File: src/core/bcd_counter_pkg.sv
// Constants and types for the synchronous BCD decade counter.
// Assumes a single clock domain and a synchronous active-low reset.
// Function
// RULE_01 - Hold 4-bit BCD count, normally 0-9
// RULE_02 - All count bits update on same edge
// RULE_03 - Preset accepts any value 0 to 9
// RULE_04 - Load low copies data, ignores enables
// RULE_05 - Clear low zeroes count, beats everything
// RULE_06 - Illegal 10-15 recovers within two counts
// RULE_07 - Count only when both enables high
// RULE_08 - Step up by one, nine wraps zero
// RULE_09 - Carry high when trickle enable and nine
// RULE_10 - Only levels at the edge matter
// RULE_11 - Cascade carry into next trickle enable
// RULE_12 - Bit 0 least, bit 3 most significant
// RULE_13 - Fixed illegal-state map, legal within two
package bcd_counter_pkg;
  localparam int CNT_W = 4;
  localparam int DATA_W = 32;
  localparam int ADDR_W = 8;
  localparam int TALLY_W = 16;
  localparam logic [3:0] CNT_ZERO = 4'h0;
  localparam logic [3:0] BCD_MAX = 4'h9;
  // Next value while counting, indexed by current value
  localparam logic [15:0][3:0] STEP_TABLE = {
    4'h2, 4'hf, 4'h4, 4'hd, 4'h6, 4'hb, 4'h0, 4'h9,
    4'h8, 4'h7, 4'h6, 4'h5, 4'h4, 4'h3, 4'h2, 4'h1};
  localparam logic [7:0] OFS_CTRL = 8'h00;
  localparam logic [7:0] OFS_CMD = 8'h04;
  localparam logic [7:0] OFS_SW_PRESET = 8'h08;
  localparam logic [7:0] OFS_STATUS = 8'h0c;
  localparam logic [7:0] OFS_WRAPS = 8'h10;
  localparam logic [7:0] OFS_LOADS = 8'h14;
  localparam int CTRL_GATE_BIT = 0;
  localparam int CMD_CLEAR_BIT = 0;
  localparam int CMD_LOAD_BIT = 1;
  localparam int ST_CARRY_BIT = 4;
  localparam int ST_SEEN_BIT = 5;
  localparam int ST_NOW_BIT = 6;
  localparam logic CTRL_GATE_RST = 1'b1;
  localparam logic [3:0] SW_PRESET_RST = 4'h0;
  typedef enum logic [1:0] {
    MODE_HOLD,
    MODE_COUNT,
    MODE_LOAD,
    MODE_CLEAR
  } mode_t;
endpackage

File: src/core/count_ctrl_if.sv
// Carries mode, preset and count between counter submodules.
// Assumes all users share one clock.
`timescale 1ns/1ps
interface count_ctrl_if import bcd_counter_pkg::*; ();
  mode_t mode;
  logic [CNT_W-1:0] preset;
  logic [CNT_W-1:0] cur;
  logic [CNT_W-1:0] nxt;
  modport decoder (output mode);
  modport stepper (input mode, input preset, input cur, output nxt);
  modport owner (input mode, input nxt, output preset, output cur);
endinterface

File: src/core/sync_bcd_decade_counter.sv
// Presettable BCD decade counter with a small software register port.
// Assumes control pins come from logic on core_clk; no synchronisers.
`timescale 1ns/1ps
module sync_bcd_decade_counter import bcd_counter_pkg::*; (
  input wire logic core_clk,
  input wire logic rstn,
  input wire logic sync_clear_n,
  input wire logic parallel_load_n,
  input wire logic parallel_count_enable,
  input wire logic trickle_count_enable,
  input wire logic preset_bit0,
  input wire logic preset_bit1,
  input wire logic preset_bit2,
  input wire logic preset_bit3,
  output logic count_bit0,
  output logic count_bit1,
  output logic count_bit2,
  output logic count_bit3,
  output logic ripple_carry_out,
  input wire logic [ADDR_W-1:0] reg_addr,
  input wire logic [DATA_W-1:0] reg_wdata,
  input wire logic reg_wr,
  input wire logic reg_rd,
  output logic [DATA_W-1:0] reg_rdata
);

  logic [CNT_W-1:0] count_q; // RULE_01
  logic gate_q;
  logic [CNT_W-1:0] sw_preset_q;
  logic seen_q;
  logic [TALLY_W-1:0] wraps_q;
  logic [TALLY_W-1:0] loads_q;
  logic [DATA_W-1:0] rdata_d;
  logic [DATA_W-1:0] rdata_q;

  logic wr_ctrl;
  logic wr_cmd;
  logic wr_preset;
  logic wr_status;
  logic wr_wraps;
  logic wr_loads;
  logic sw_clear;
  logic sw_load;
  logic clear_eff_n;
  logic load_eff_n;
  logic [CNT_W-1:0] pin_preset;
  logic illegal_now;
  logic wrap_evt;
  logic load_evt;

  count_ctrl_if ctl ();

  // Register write decode
  assign wr_ctrl = reg_wr && (reg_addr == OFS_CTRL);
  assign wr_cmd = reg_wr && (reg_addr == OFS_CMD);
  assign wr_preset = reg_wr && (reg_addr == OFS_SW_PRESET);
  assign wr_status = reg_wr && (reg_addr == OFS_STATUS);
  assign wr_wraps = reg_wr && (reg_addr == OFS_WRAPS);
  assign wr_loads = reg_wr && (reg_addr == OFS_LOADS);

  assign sw_clear = wr_cmd && reg_wdata[CMD_CLEAR_BIT];
  assign sw_load = wr_cmd && reg_wdata[CMD_LOAD_BIT];

  // Software commands only add to the pin controls
  assign clear_eff_n = sync_clear_n && !sw_clear;
  assign load_eff_n = parallel_load_n && !sw_load;

  // Pin preset, bit 0 least significant
  assign pin_preset = {preset_bit3, preset_bit2, preset_bit1, preset_bit0}; // RULE_12

  // A pin load wins over a software load issued in the same cycle
  assign ctl.preset = !parallel_load_n ? pin_preset : sw_preset_q; // RULE_03
  assign ctl.cur = count_q;

  assign illegal_now = (count_q > BCD_MAX);
  assign wrap_evt = (ctl.mode == MODE_COUNT) && (count_q == BCD_MAX);
  assign load_evt = (ctl.mode == MODE_LOAD);

  bcd_mode_decode u_decode (
    .clear_n(clear_eff_n),
    .load_n(load_eff_n),
    .par_en(parallel_count_enable),
    .trk_en(trickle_count_enable),
    .gate(gate_q),
    .ctl(ctl.decoder)
  );

  bcd_next_state u_step (
    .ctl(ctl.stepper)
  );

  // Count register, all bits on one edge
  always_ff @(posedge core_clk) begin
    if (!rstn) begin
      count_q <= CNT_ZERO;
    end else begin
      count_q <= ctl.nxt; // RULE_02 RULE_10
    end
  end

  assign count_bit0 = count_q[0]; // RULE_12
  assign count_bit1 = count_q[1];
  assign count_bit2 = count_q[2];
  assign count_bit3 = count_q[3];

  // Carry is combinational from state and trickle enable
  assign ripple_carry_out = trickle_count_enable && (count_q == BCD_MAX); // RULE_09 RULE_11

  // Count gate
  always_ff @(posedge core_clk) begin
    if (!rstn) begin
      gate_q <= CTRL_GATE_RST;
    end else if (wr_ctrl) begin
      gate_q <= reg_wdata[CTRL_GATE_BIT];
    end
  end

  // Software preset value
  always_ff @(posedge core_clk) begin
    if (!rstn) begin
      sw_preset_q <= SW_PRESET_RST;
    end else if (wr_preset) begin
      sw_preset_q <= reg_wdata[CNT_W-1:0];
    end
  end

  // Sticky illegal flag, write one to clear, set wins
  always_ff @(posedge core_clk) begin
    if (!rstn) begin
      seen_q <= 1'b0;
    end else if (illegal_now) begin
      seen_q <= 1'b1;
    end else if (wr_status && reg_wdata[ST_SEEN_BIT]) begin
      seen_q <= 1'b0;
    end
  end

  // Wrap tally, any write clears, wrap in same cycle wins
  always_ff @(posedge core_clk) begin
    if (!rstn) begin
      wraps_q <= '0;
    end else if (wrap_evt) begin
      wraps_q <= wr_wraps ? TALLY_W'(1) : wraps_q + TALLY_W'(1);
    end else if (wr_wraps) begin
      wraps_q <= '0;
    end
  end

  // Load tally, same clearing scheme
  always_ff @(posedge core_clk) begin
    if (!rstn) begin
      loads_q <= '0;
    end else if (load_evt) begin
      loads_q <= wr_loads ? TALLY_W'(1) : loads_q + TALLY_W'(1);
    end else if (wr_loads) begin
      loads_q <= '0;
    end
  end

  // Read mux
  always_comb begin
    rdata_d = '0;
    case (reg_addr)
      OFS_CTRL: rdata_d[CTRL_GATE_BIT] = gate_q;
      OFS_SW_PRESET: rdata_d[CNT_W-1:0] = sw_preset_q;
      OFS_STATUS: begin
        rdata_d[CNT_W-1:0] = count_q;
        rdata_d[ST_CARRY_BIT] = ripple_carry_out;
        rdata_d[ST_SEEN_BIT] = seen_q;
        rdata_d[ST_NOW_BIT] = illegal_now;
      end
      OFS_WRAPS: rdata_d[TALLY_W-1:0] = wraps_q;
      OFS_LOADS: rdata_d[TALLY_W-1:0] = loads_q;
      default: rdata_d = '0;
    endcase
  end

  // Read data stands only in the cycle after the strobe
  always_ff @(posedge core_clk) begin
    if (!rstn) begin
      rdata_q <= '0;
    end else if (reg_rd) begin
      rdata_q <= rdata_d;
    end else begin
      rdata_q <= '0;
    end
  end

  assign reg_rdata = rdata_q;

  logic counting;
  assign counting = (ctl.mode == MODE_COUNT);
endmodule

File: src/core/bcd_mode_decode.sv
// Priority decode of clear, load and count enables.
// Assumes inputs are already in the core_clk domain.
`timescale 1ns/1ps
module bcd_mode_decode import bcd_counter_pkg::*; (
  input wire logic clear_n,
  input wire logic load_n,
  input wire logic par_en,
  input wire logic trk_en,
  input wire logic gate,
  count_ctrl_if.decoder ctl
);
  always_comb begin
    if (!clear_n) begin
      ctl.mode = MODE_CLEAR; // RULE_05
    end else if (!load_n) begin
      ctl.mode = MODE_LOAD; // RULE_04
    end else if (par_en && trk_en && gate) begin
      ctl.mode = MODE_COUNT; // RULE_07
    end else begin
      ctl.mode = MODE_HOLD;
    end
  end
endmodule

File: src/core/bcd_next_state.sv
// Next count value for each mode.
// Assumes mode is decoded with clear first.
`timescale 1ns/1ps
module bcd_next_state import bcd_counter_pkg::*; (
  count_ctrl_if.stepper ctl
);
  always_comb begin
    case (ctl.mode)
      MODE_CLEAR: ctl.nxt = CNT_ZERO; // RULE_05
      MODE_LOAD: ctl.nxt = ctl.preset; // RULE_03
      MODE_COUNT: ctl.nxt = STEP_TABLE[ctl.cur]; // RULE_06 RULE_08 RULE_13
      MODE_HOLD: ctl.nxt = ctl.cur;
      default: ctl.nxt = ctl.cur;
    endcase
  end
endmodule

File: config.mk
export PLATFORM = sky130hd
export DESIGN_NAME = sync_bcd_decade_counter
export DESIGN_NICKNAME = d
export VERILOG_FILES = /design/src/core/bcd_counter_pkg.sv /design/src/core/count_ctrl_if.sv /design/src/core/sync_bcd_decade_counter.sv /design/src/core/bcd_mode_decode.sv /design/src/core/bcd_next_state.sv
export SDC_FILE = /design/constraint.sdc
export NUM_CORES = 1
export LEC_CHECK = 0
export BUFFER_PORTS_ARGS = -buffer_cell sky130_fd_sc_hd__buf_2
export CORE_MARGIN = 3
export CORE_UTILIZATION = 56
export DETAILED_ROUTE_END_ITERATION = 8
export PLACE_DENSITY = 0.87
export SYNTH_ARGS = -nofsm -noshare
export SYNTH_HDL_FRONTEND = slang
export SYNTH_SLANG_ARGS = --single-unit
File: constraint.sdc
create_clock -name core_clk -period 7.63 [get_ports core_clk]
set_clock_uncertainty 0.2 [all_clocks]
set_input_delay 1.1445 -clock core_clk [delete_from_list [all_inputs] [get_ports core_clk]]
set_output_delay 1.1445 -clock core_clk [all_outputs]
set_load 0.1 [all_outputs]
# After elaboration in Yosys (flattened, before gate mapping)
# Memories as Yosys holds them, arrays and structs flattened. A register that Yosys moved wholly into a read port is not among the register bits.
# Index checks and enable logic that the tools add are counted.
[totals] register_bits=74 inputBits=52 mem_count=1 mem_bits_ro=64
[mem_list] memory="(no name shown)" depth=16 width=4 read_ports=1 rd_ports_with_merged_regs=1 wr=0 line_no="bcd_next_state.sv:11" source="MODE_COUNT: ctl.nxt = STEP_TABLE[ctl.cur];"
[classes] n_reduce_logical=23 n_addsub=2 n_lt_le_gt_ge=2 eq_ne=9 mux=20
[ops] op="16-bit 2-to-1 mux" n=6
[ops] op="16-bit by 1-bit adder with 16-bit output (second input constant)" n=2
[ops] op="9-bit case mux with 2 select lines" n=1
[ops] op="8-bit by 4-bit equality test with 1-bit output (second input constant)" n=2
[ops] op="8-bit by 5-bit equality test with 1-bit output (second input constant)" n=2
[ops] op="4-bit 2-to-1 mux" n=4
[ops] op="1-bit logical AND" n=15
[ops] op="3-bit case mux with 4 select lines" n=1
[ops] op="4-bit case mux with 3 select lines" n=1
[ops] op="3-bit case mux with 3 select lines" n=1
[ops] op="8-bit by 3-bit equality test with 1-bit output (second input constant)" n=1
[ops] op="8-bit logical NOT" n=1
[ops] op="2-bit nonzero test" n=3
[ops] op="4-bit by 5-bit < comparator with 1-bit output (second input constant)" n=1
[ops] op="1-bit case mux with 5 select lines" n=1
[ops] op="2-bit equality test (second input constant)" n=2
[ops] op="4-bit equality test (second input constant)" n=1
[ops] op="4-bit > comparator (second input constant)" n=1
[ops] op="2-bit 2-to-1 mux" n=2
[ops] op="1-bit 2-to-1 mux" n=3
[ops] op="2-bit by 1-bit equality test with 1-bit output (second input constant)" n=1
[ops] op="1-bit logical NOT" n=2
[ops] op="2-bit logical NOT" n=1
[ops] op="2-bit AND reduction" n=1

# Longest topological paths before layout
# Gate-level depths: netlist of the first run.
[logic_depth] depth_word=11 mapped_depth=14

# Hierarchy
# Synthesis of the first run repeated with hierarchy kept, for this count alone.
[unflattened] cells_unflattened=346 hier_area_um2=3031.7
[by_module_without_submodules] module="sync_bcd_decade_counter" seq_area_each_um2=1161.1 cells_per_inst=316 area_each_um2=2808.9 n_inst=1
[by_module_without_submodules] module="bcd_next_state" seq_area_each_um2=0.0 cells_per_inst=27 area_each_um2=209.0 n_inst=1
[by_module_without_submodules] module="bcd_mode_decode" seq_area_each_um2=0.0 cells_per_inst=3 area_each_um2=13.8 n_inst=1

# Worst setup path after synthesis of the first run
# No wires, ideal clock.
[synth_path] path_type="in2reg" startpoint="input port reg_addr[7]" endpoint="register with a tool-made name" setup_slack_ns=3.562 required_time_ns=7.307 setup_time_ns=0.123 arrival_ns=3.744 path_buffers=1 path_stages=11 cell_sequence="nor4_4 and4_1 o21ai_0 and3_1 ha_1 buf_6 or3b_4 o21ai_0 and2_1 ha_1 mux2_1"
[synth_lines] item="start, declared" line_no="sync_bcd_decade_counter.sv:20" source="input wire logic [ADDR_W-1:0] reg_addr,"

==> results of run 1 <==
[registers in the layout (all words and copies together) (netlist names), named ones only]
| signal | count |
|---|---|
| gate_q | 1 |
| count_q | 4 |
| wraps_q | 16 |
| sw_preset_q | 4 |
| reg_rdata | 16 |
| seen_q | 1 |
| loads_q | 16 |
[worst paths after layout]
check               from            to  slack [ns]  cells past startpoint
max reg2reg       gate_q      register        4.60                      9
min reg2reg       seen_q  reg_rdata[5]        0.29                      2
max          reg_addr[2]      register        3.14                     11
min               seen_q  reg_rdata[5]        0.29                      2
[cells in the mapped netlist, types with 3 or more instances]
library cell / number / area share, %
buf_4: 19 / 4.4
and2_1: 9 / 1.8
mux2_2: 8 / 2.8
nor2_1: 43 / 5.0
inv_1: 7 / 0.82
clkbuf_1: 4 / 0.47
buf_2: 9 / 1.4
a2bb2oi_1: 3 / 0.82
a21oi_1: 9 / 1.4
xnor2_1: 8 / 2.2
nand4_1: 14 / 2.7
nand3_1: 13 / 2.0
and4_1: 9 / 2.5
and3_1: 6 / 1.2
mux2i_1: 23 / 7.2
a32oi_1: 4 / 1.1
nor2b_1: 6 / 1.2
xor2_1: 15 / 4.1
nand3b_1: 4 / 0.93
or3_1: 4 / 0.78
nor3_1: 5 / 0.78
dfxtp_1: 62 / 39
ha_1: 7 / 2.7
o21ai_0: 9 / 1.4
nand2_1: 20 / 2.3
[layout by cell type (no fill, tap or decap), types with 2 or more instances in the layout]
master	Yosys	layout
dfxtp_1	62	62
and4_1	9	9
a2bb2oi_1	3	3
nand3b_1	4	4
inv_1	7	7
nand2_1	20	20
mux2_2	8	8
a32oi_1	4	4
nor3_1	5	5
clkbuf_1	4	2
nand4b_1	2	2
buf_2	9	45
o21ai_0	9	9
nand3_1	13	13
nor4b_2	2	2
and3_1	6	6
nor2b_1	6	6
xor2_1	15	15
and4bb_2	2	2
ha_1	7	7
or3_1	4	4
clkbuf_8	0	10
and2_1	9	9
xnor2_1	8	8
mux2i_1	23	23
conb_1	1	16
nor2_1	43	43
nand4_2	2	2
o21a_1	2	2
nand4_1	14	14
a21oi_1	9	9
[worst max-delay path, cell delays in order]
cell and delay [ns]:
buf_2 0.52, nor2b_1 0.31, and4_1 0.28, a21oi_1 0.10
and3b_1 0.25, ha_1 0.33, or3b_4 0.44, o21ai_0 0.39
and2_1 0.22, ha_1 0.24, mux2_1 0.29
[cells by family after synthesis]
| logic type | share of synthesized area (%) |
|---|---|
| simple gates | 26.60 |
| flops | 38.58 |
| buf+inv | 7.468 |
| compound gates | 7.935 |
| mux | 10.31 |
| xor+xnor | 6.262 |
| fa+ha+maj | 2.723 |
| other cells | 0.1166 |
[power groups by stage]
stage | combinational, mW | sequential, mW | clock [mW]
4_1_cts | 0.0755 | 0.327 | 0.294
3_5_place_dp | 0.0754 | 0.335 | 0
3_3_place_gp | 0.0741 | 0.335 | 0
5_1_grt | 0.0800 | 0.328 | 0.307
2_1_floorplan | 0.0666 | 0.338 | 0
6_report | 0.0758 | 0.328 | 0.290
[layer usage]
| layer | part of all wire [%] | GRT usage, % | routed length (um) | up-vias |
|---|---|---|---|---|
| li1 | - | - | - | 1290 |
| met1 | 43 | 26.67 | 2942 | 1217 |
| met2 | 49 | 36.43 | 3308 | 88 |
| met3 | 6.3 | 5.592 | 426 | 13 |
| met4 | 1.8 | 8.472 | 124 | 0 |
| met5 | 0 | 0 | 0 | - |
[layout make-up]
cell class                      count  area, um2  area share [%]
Clock inverter                      4      55.05           1.541
Timing Repair Buffer               45      225.2           6.305
Sequential cell                    62       1241           34.75
Tap cell                           70      87.58           2.452
Clock buffer                       12      145.1           4.063
Inverter                            7      26.28          0.7356
Multi-Input combinational cell    264       1792           50.16
[stage by stage]
step                      instance area [um2]  hold WS [ns]
after floorplan                          3273        0.2538
after global placement                   3372        0.2702
after detailed placement                 3372        0.2716
after CTS                                3572        0.2925
after global routing                     3572        0.3145
final                                    3572        0.2930
==> results.py, run 1 <==
metrics = {
    "run_status": {
        "outcome": "finished clean",
    },
    "setup_path": {
        "criticalPathCategory": "in -> reg",
        "timing.critical_path.required_ns": 7.67,
        "crit_fanout": 27,
        "critical_path_arrival_ns": 4.52,
        "type_of_origin_of_the_critical_path": "input port",
        "crit_path_end_kind": "register",
    },
    "global_route": {
        "largest_net_degree_at_the_start_of_global_routing": 28,
        "grt_util_all_layers_pct": 21.76,
        "gr-total-overflow": 0,
        "first_global_vias": 2390,
        "grt_first_pass_wirelength_um": 11120,
        "antenna_violations_before_repair": 0,
    },
    "cts": {
        "cts-resized-gates": 0,
        "cts.sinks": 62,
        "clock_pin_slew_on_the_worst_setup_and_hold_paths_ns": 0.07,
        "cts.hold.buffers_added": 0,
        "tritoncts": "done",
        "worst_skew_pair.late_latency_ns": 0.34,
        "cts_post_setup_buffers_inserted": 0,
        "clock_tree.htree_level_count": 3,
        "cts_max_path_buffers": 2,
        "cts_root_buf": "clkbuf_8",
        "cts_buffers": 9,
    },
    "synthesis": {
        "post_synthesis_cells": 351,
        "synthArstFlopShare_pct": 0,
        "synth_sequential_area_ratio_pct": 38.58,
        "edff_count_synth": 0,
        "synthFlopType": "dfxtp_1",
        "post_synth.cell_area_avg_um2": 9.165,
        "synth.lib_cells_used.distinct": 51,
        "synthesis.yosys.warnings": 0,
        "synth-seq-cells": 62,
        "synthesis.area_um2": 3217,
    },
    "sta": {
        "worst_max_slew_pin_slew_ns": 0.6630,
        "period_minus_slack_ns": 4.487,
        "final_max_slew_viols": 0,
        "slew_headroom_pct": 55.80,
        "max_freq_ghz": 0.2228,
        "setup_slack_ns": 3.143,
        "post-route-period-util_pct": 58.81,
        "report.final.hold_viol_count": 0,
        "report.final.setup_viol": 0,
        "rsz0062_at_grt": "no",
        "tns_ns": 0,
    },
    "run": {
        "timing.max_cap.violations": 0,
    },
    "min_path": {
        "worstHoldPathType": "reg -> reg",
    },
    "place": {
        "place.detailed.hpwl_um": 5023,
        "dp_cells": 448,
        "numPortBuffers": 45,
        "detailedPlace.worstSlack_ns": 2.776,
        "gp_congestion": 0.8312,
    },
    "power_and_ir_drop": {
        "seqPwrFrac_pct": 47.3,
        "p_per_area_nw_per_um2": 194.0,
        "p_leak_nw": 1.523,
        "design_power_total_uw": 693.1,
        "pwr-share-comb_pct": 10.9,
        "power.switching_fraction_pct": 27.32,
        "netSwitchingPower_uw": 189.3,
        "peakVddDrop_mv": 0.1233,
        "p_int_uw": 503.8,
        "clock_power_share_pct": 41.8,
    },
    "detailed_routing": {
        "detailroute.via_count": 2608,
        "route.detailed.vias_per_inst": 5.621,
        "first_pass_iters": 5,
        "detail_route.wl_per_cell_um": 14.66,
        "detail_route.drc_violations": 0,
        "antenna_violating_nets_post_route": 0,
        "postRouteWirelength_um": 6802,
        "drt-initial-drc-count": 196,
    },
    "floorplan": {
        "fp.dieArea_um2": 6690,
        "floorplan.io_pins": 89,
        "core_region_area_um2": 5335,
        "std_cell_rows": 26,
        "floorplan.die.height_um": 81.79,
        "initial_utilization_pct": 60.30,
        "die_width_um": 81.79,
    },
    "final_layout": {
        "fin_util_pct": 66.96,
        "final_layout_size_suffix_gt1_share_pct": 19.80,
        "fin_nets": 448,
        "fillerInstances": 447,
        "final_cell_count_no_fill": 464,
        "antenna-diode-count": 0,
        "flow.area_growth_from_synthesis_pct": 11.05,
    },
}
Note: power is estimated with default switching activity, not from simulation.
==> run 2: changes to the inputs <==
--- a/config.mk
+++ b/config.mk
@@ -5,11 +5,12 @@
 export SDC_FILE = /design/constraint.sdc
 export NUM_CORES = 1
 export LEC_CHECK = 0
+export ABC_AREA = 1
 export BUFFER_PORTS_ARGS = -buffer_cell sky130_fd_sc_hd__buf_2
 export CORE_MARGIN = 3
-export CORE_UTILIZATION = 56
+export CORE_UTILIZATION = 48
 export DETAILED_ROUTE_END_ITERATION = 8
-export PLACE_DENSITY = 0.87
+export PLACE_DENSITY = 0.79
 export SYNTH_ARGS = -nofsm -noshare
 export SYNTH_HDL_FRONTEND = slang
 export SYNTH_SLANG_ARGS = --single-unit
==> constraint.sdc (replaced) <==
create_clock -name core_clk -period 4.1 [get_ports core_clk]
set_clock_uncertainty 0.2 [all_clocks]
set_input_delay 0.615 -clock core_clk [delete_from_list [all_inputs] [get_ports core_clk]]
set_output_delay 0.615 -clock core_clk [all_outputs]
set_load 0.1 [all_outputs]
==> run 2 against run 1 <==
  * Die area increased by 20%
  * Via count increased by 24%
  * Register-to-register slack got worse by 2.9 ns
  * Combinational power increased by 85%
  * First-iteration DRC count increased by 8.7%
  * Core utilization decreased by 8.9 points
  * Sequential cell count unchanged
  * Setup slack got worse by 2.0 ns
  * Clock power increased by 120%
  * Power increased by 100%
  * Worst hold slack got worse by 0.0073 ns
  * Sequential share of layout area decreased by 2.2 points
==> results.py, run 2 <==
metrics = {
    "sta": {
        "max_freq_ghz": 0.3351,
        "tns_ns": 0,
        "post-route-period-util_pct": 72.78,
        "report.final.hold_viol_count": 0,
        "final_max_slew_viols": 0,
        "report.final.setup_viol": 0,
        "rsz0062_at_grt": "no",
        "final_hold_slack_ns": 0.2858,
        "period_minus_slack_ns": 2.984,
    },
    "global_route": {
        "grt_first_pass_wirelength_um": 12640,
        "largest_net_degree_at_the_start_of_global_routing": 19,
        "antenna_violations_before_repair": 0,
        "gr-usage-met1_pct": 24.18,
        "gr-total-overflow": 0,
        "grt_util_all_layers_pct": 20.18,
        "grt_most_used_layer": "met2",
        "met2_usage_pct": 34.09,
        "first_global_vias": 2965,
        "met3_resource_use_gr_pct": 4.885,
    },
    "synthesis": {
        "post_synth.cell_area_avg_um2": 6.474,
        "synth.lib_cells_used.distinct": 30,
        "synth_area_leaders": "dfxtp_1 (37%), nand2_1 (19%), nor2_1 (9.5%)",
        "synth_sequential_area_ratio_pct": 37.08,
        "post_synthesis_cells": 517,
        "edff_count_synth": 0,
        "synthFlopType": "dfxtp_1",
        "yosys.cell_count.top_type": "nand2_1",
        "synthesis.area_um2": 3347,
        "synthArstFlopShare_pct": 0,
        "area_fraction_of_the_dominant_cell_type_after_synthesis_pct": 37.08,
        "synthesis.yosys.warnings": 0,
        "yosys.area.top_type": "dfxtp_1",
        "synth-seq-cells": 62,
        "synthTopCellsByCount": "nand2_1 (165), nor2_1 (85), dfxtp_1 (62)",
    },
    "detailed_routing": {
        "detail_route.drc_violations": 0,
        "antenna_violating_nets_post_route": 0,
        "drt-initial-drc-count": 213,
        "postRouteWirelength_um": 7668,
        "detail_route.wl_per_cell_um": 11.57,
        "first_pass_iters": 5,
        "route.detailed.vias_per_inst": 4.890,
        "detailroute.via_count": 3242,
    },
    "cts": {
        "clock_pin_slew_on_the_worst_setup_and_hold_paths_ns": 0.07,
        "cts_root_buf": "clkbuf_8",
        "cts_buffers": 9,
        "tritoncts": "done",
        "cts_max_path_buffers": 2,
        "clock_tree.htree_level_count": 3,
        "cts_post_setup_buffers_inserted": 0,
        "cts.hold.buffers_added": 0,
        "cts.sinks": 62,
        "worst_skew_pair.late_latency_ns": 0.35,
        "cts-resized-gates": 0,
    },
    "place": {
        "placed_area_um2": 3573,
        "gp_congestion": 0.9242,
        "dp_cells": 647,
        "place.detailed.hpwl_um": 5752,
        "numPortBuffers": 45,
    },
    "floorplan": {
        "fp.dieArea_um2": 8011,
        "floorplan.io_pins": 89,
        "initial_utilization_pct": 50.96,
        "die_width_um": 89.51,
        "floorplan.die.height_um": 89.51,
        "core_region_area_um2": 6568,
        "std_cell_rows": 29,
    },
    "setup_path": {
        "crit_buf_inv": 3,
        "crit_path_end_kind": "register",
        "setup.worst_path.start": "reg_addr[7]",
        "cell_family_contributing_the_most_delay_on_the_critical_path": "simple AND/OR/NAND/NOR gates",
        "crit_path_top_cell_by_count": "nand2_1",
        "crit_fanout": 11,
        "worstRegToRegCells": 13,
        "delay_of_the_slowest_cell_on_the_worst_path_ns": 0.39,
        "criticalPathCategory": "in -> reg",
        "critical_path_depth": 18,
        "type_of_origin_of_the_critical_path": "input port",
        "crit_slowest_cell": "ha_1",
        "critical_path_arrival_ns": 3.08,
        "timing.critical_path.required_ns": 4.19,
        "rr_startpoint": "gate_q",
        "r2r_slack_ns": 1.65,
        "timing.critical_path.cells": "buf_2 -> nor2_1 -> nand2_1 -> nor2_1 -> nand3_1 -> nand3_1 -> nand2_1 -> inv_1 -> ha_1 -> o21ai_0 -> o21ai_0 -> nand2_1 -> a21oi_1 -> ha_1 -> inv_1 -> nor2_1 -> nand2_1 -> nand2_1",
    },
    "final_layout": {
        "final_cell_mix": "nand2_1 (165), nor2_1 (85), dfxtp_1 (62), inv_1 (55), buf_2 (45)",
        "antenna-diode-count": 0,
        "fin_util_pct": 58.03,
        "fin_nets": 624,
        "flow.area_growth_from_synthesis_pct": 13.87,
        "mostFrequentLayoutCell": "nand2_1",
        "final_cell_area_um2": 3811,
        "final_cell_count_no_fill": 663,
        "final_layout_size_suffix_gt1_share_pct": 14.21,
    },
    "power_and_ir_drop": {
        "p_per_area_nw_per_um2": 366.3,
        "peakVddDrop_mv": 0.1709,
        "p_leak_nw": 1.699,
    },
    "run": {
        "timing.max_cap.violations": 0,
    },
    "min_path": {
        "worstHoldPathType": "reg -> reg",
    },
    "run_status": {
        "outcome": "finished clean",
    },
}
[run 2: cell type report]
class | instances | area [um2]
fill | 639 | 2756
multi-input combinational | 388 | 1769
sequential | 62 | 1241
timing repair buffer | 45 | 225.2
inverter | 59 | 221.5
clock buffer | 10 | 127.6
tap | 93 | 116.4
clock inverter | 6 | 110.1
[run 2: worst min-delay path by stage]
stage / cells past startpoint / startpoint / to
CTS: 2 / seen_q / seen_q
finish: 2 / seen_q / seen_q
detailed placement: 2 / seen_q / seen_q
global route: 2 / loads_q[8] / reg_rdata[8]
floorplan: 2 / seen_q / seen_q
global placement: 2 / seen_q / seen_q
[run 2: through the flow]
stage	total power, mW	setup slack [ns]
6_report	1.396	1.116
5_1_grt	1.435	0.7878
4_1_cts	1.397	1.142
3_5_place_dp	0.7636	0.8312
3_3_place_gp	0.7607	0.9089
2_1_floorplan	0.7505	0.7389
[run 2: worst reg2reg max path: stages (launching register included)]
cell	delay, ns
dfxtp_1	0.36
nand2_1	0.07
nor2_1	0.09
nand3_1	0.08
nand2_1	0.10
inv_1	0.07
ha_1	0.33
nand3_1	0.15
nand2_1	0.05
a21boi_0	0.30
nor2_1	0.13
ha_1	0.31
nand2_1	0.07
nand2_1	0.05
[run 2: logic make-up after synthesis]
| group | Yosys count | synth area share, % |
|---|---|---|
| adders and majority gates | 7 | 2.617 |
| xor gates and xnor gates | 5 | 1.308 |
| other | 1 | 0.1120 |
| buffers and inverters | 82 | 11.74 |
| and+or+nand+nor | 317 | 40.56 |
| DFF | 62 | 37.08 |
| AOI/OAI and AO/OA | 43 | 6.580 |
[run 2: metal layers]
layer	wire (um)	up-vias
met3	384	11
met5	0	-
met4	129	0
met2	3769	86
li1	-	1672
met1	3385	1473
[run 2: where the power goes]
| part | switching (mW) | internal, mW |
|---|---|---|
| Combinational | 0.117 | 0.0233 |
| Clock | 0.242 | 0.403 |
| Sequential | 0.00431 | 0.607 |
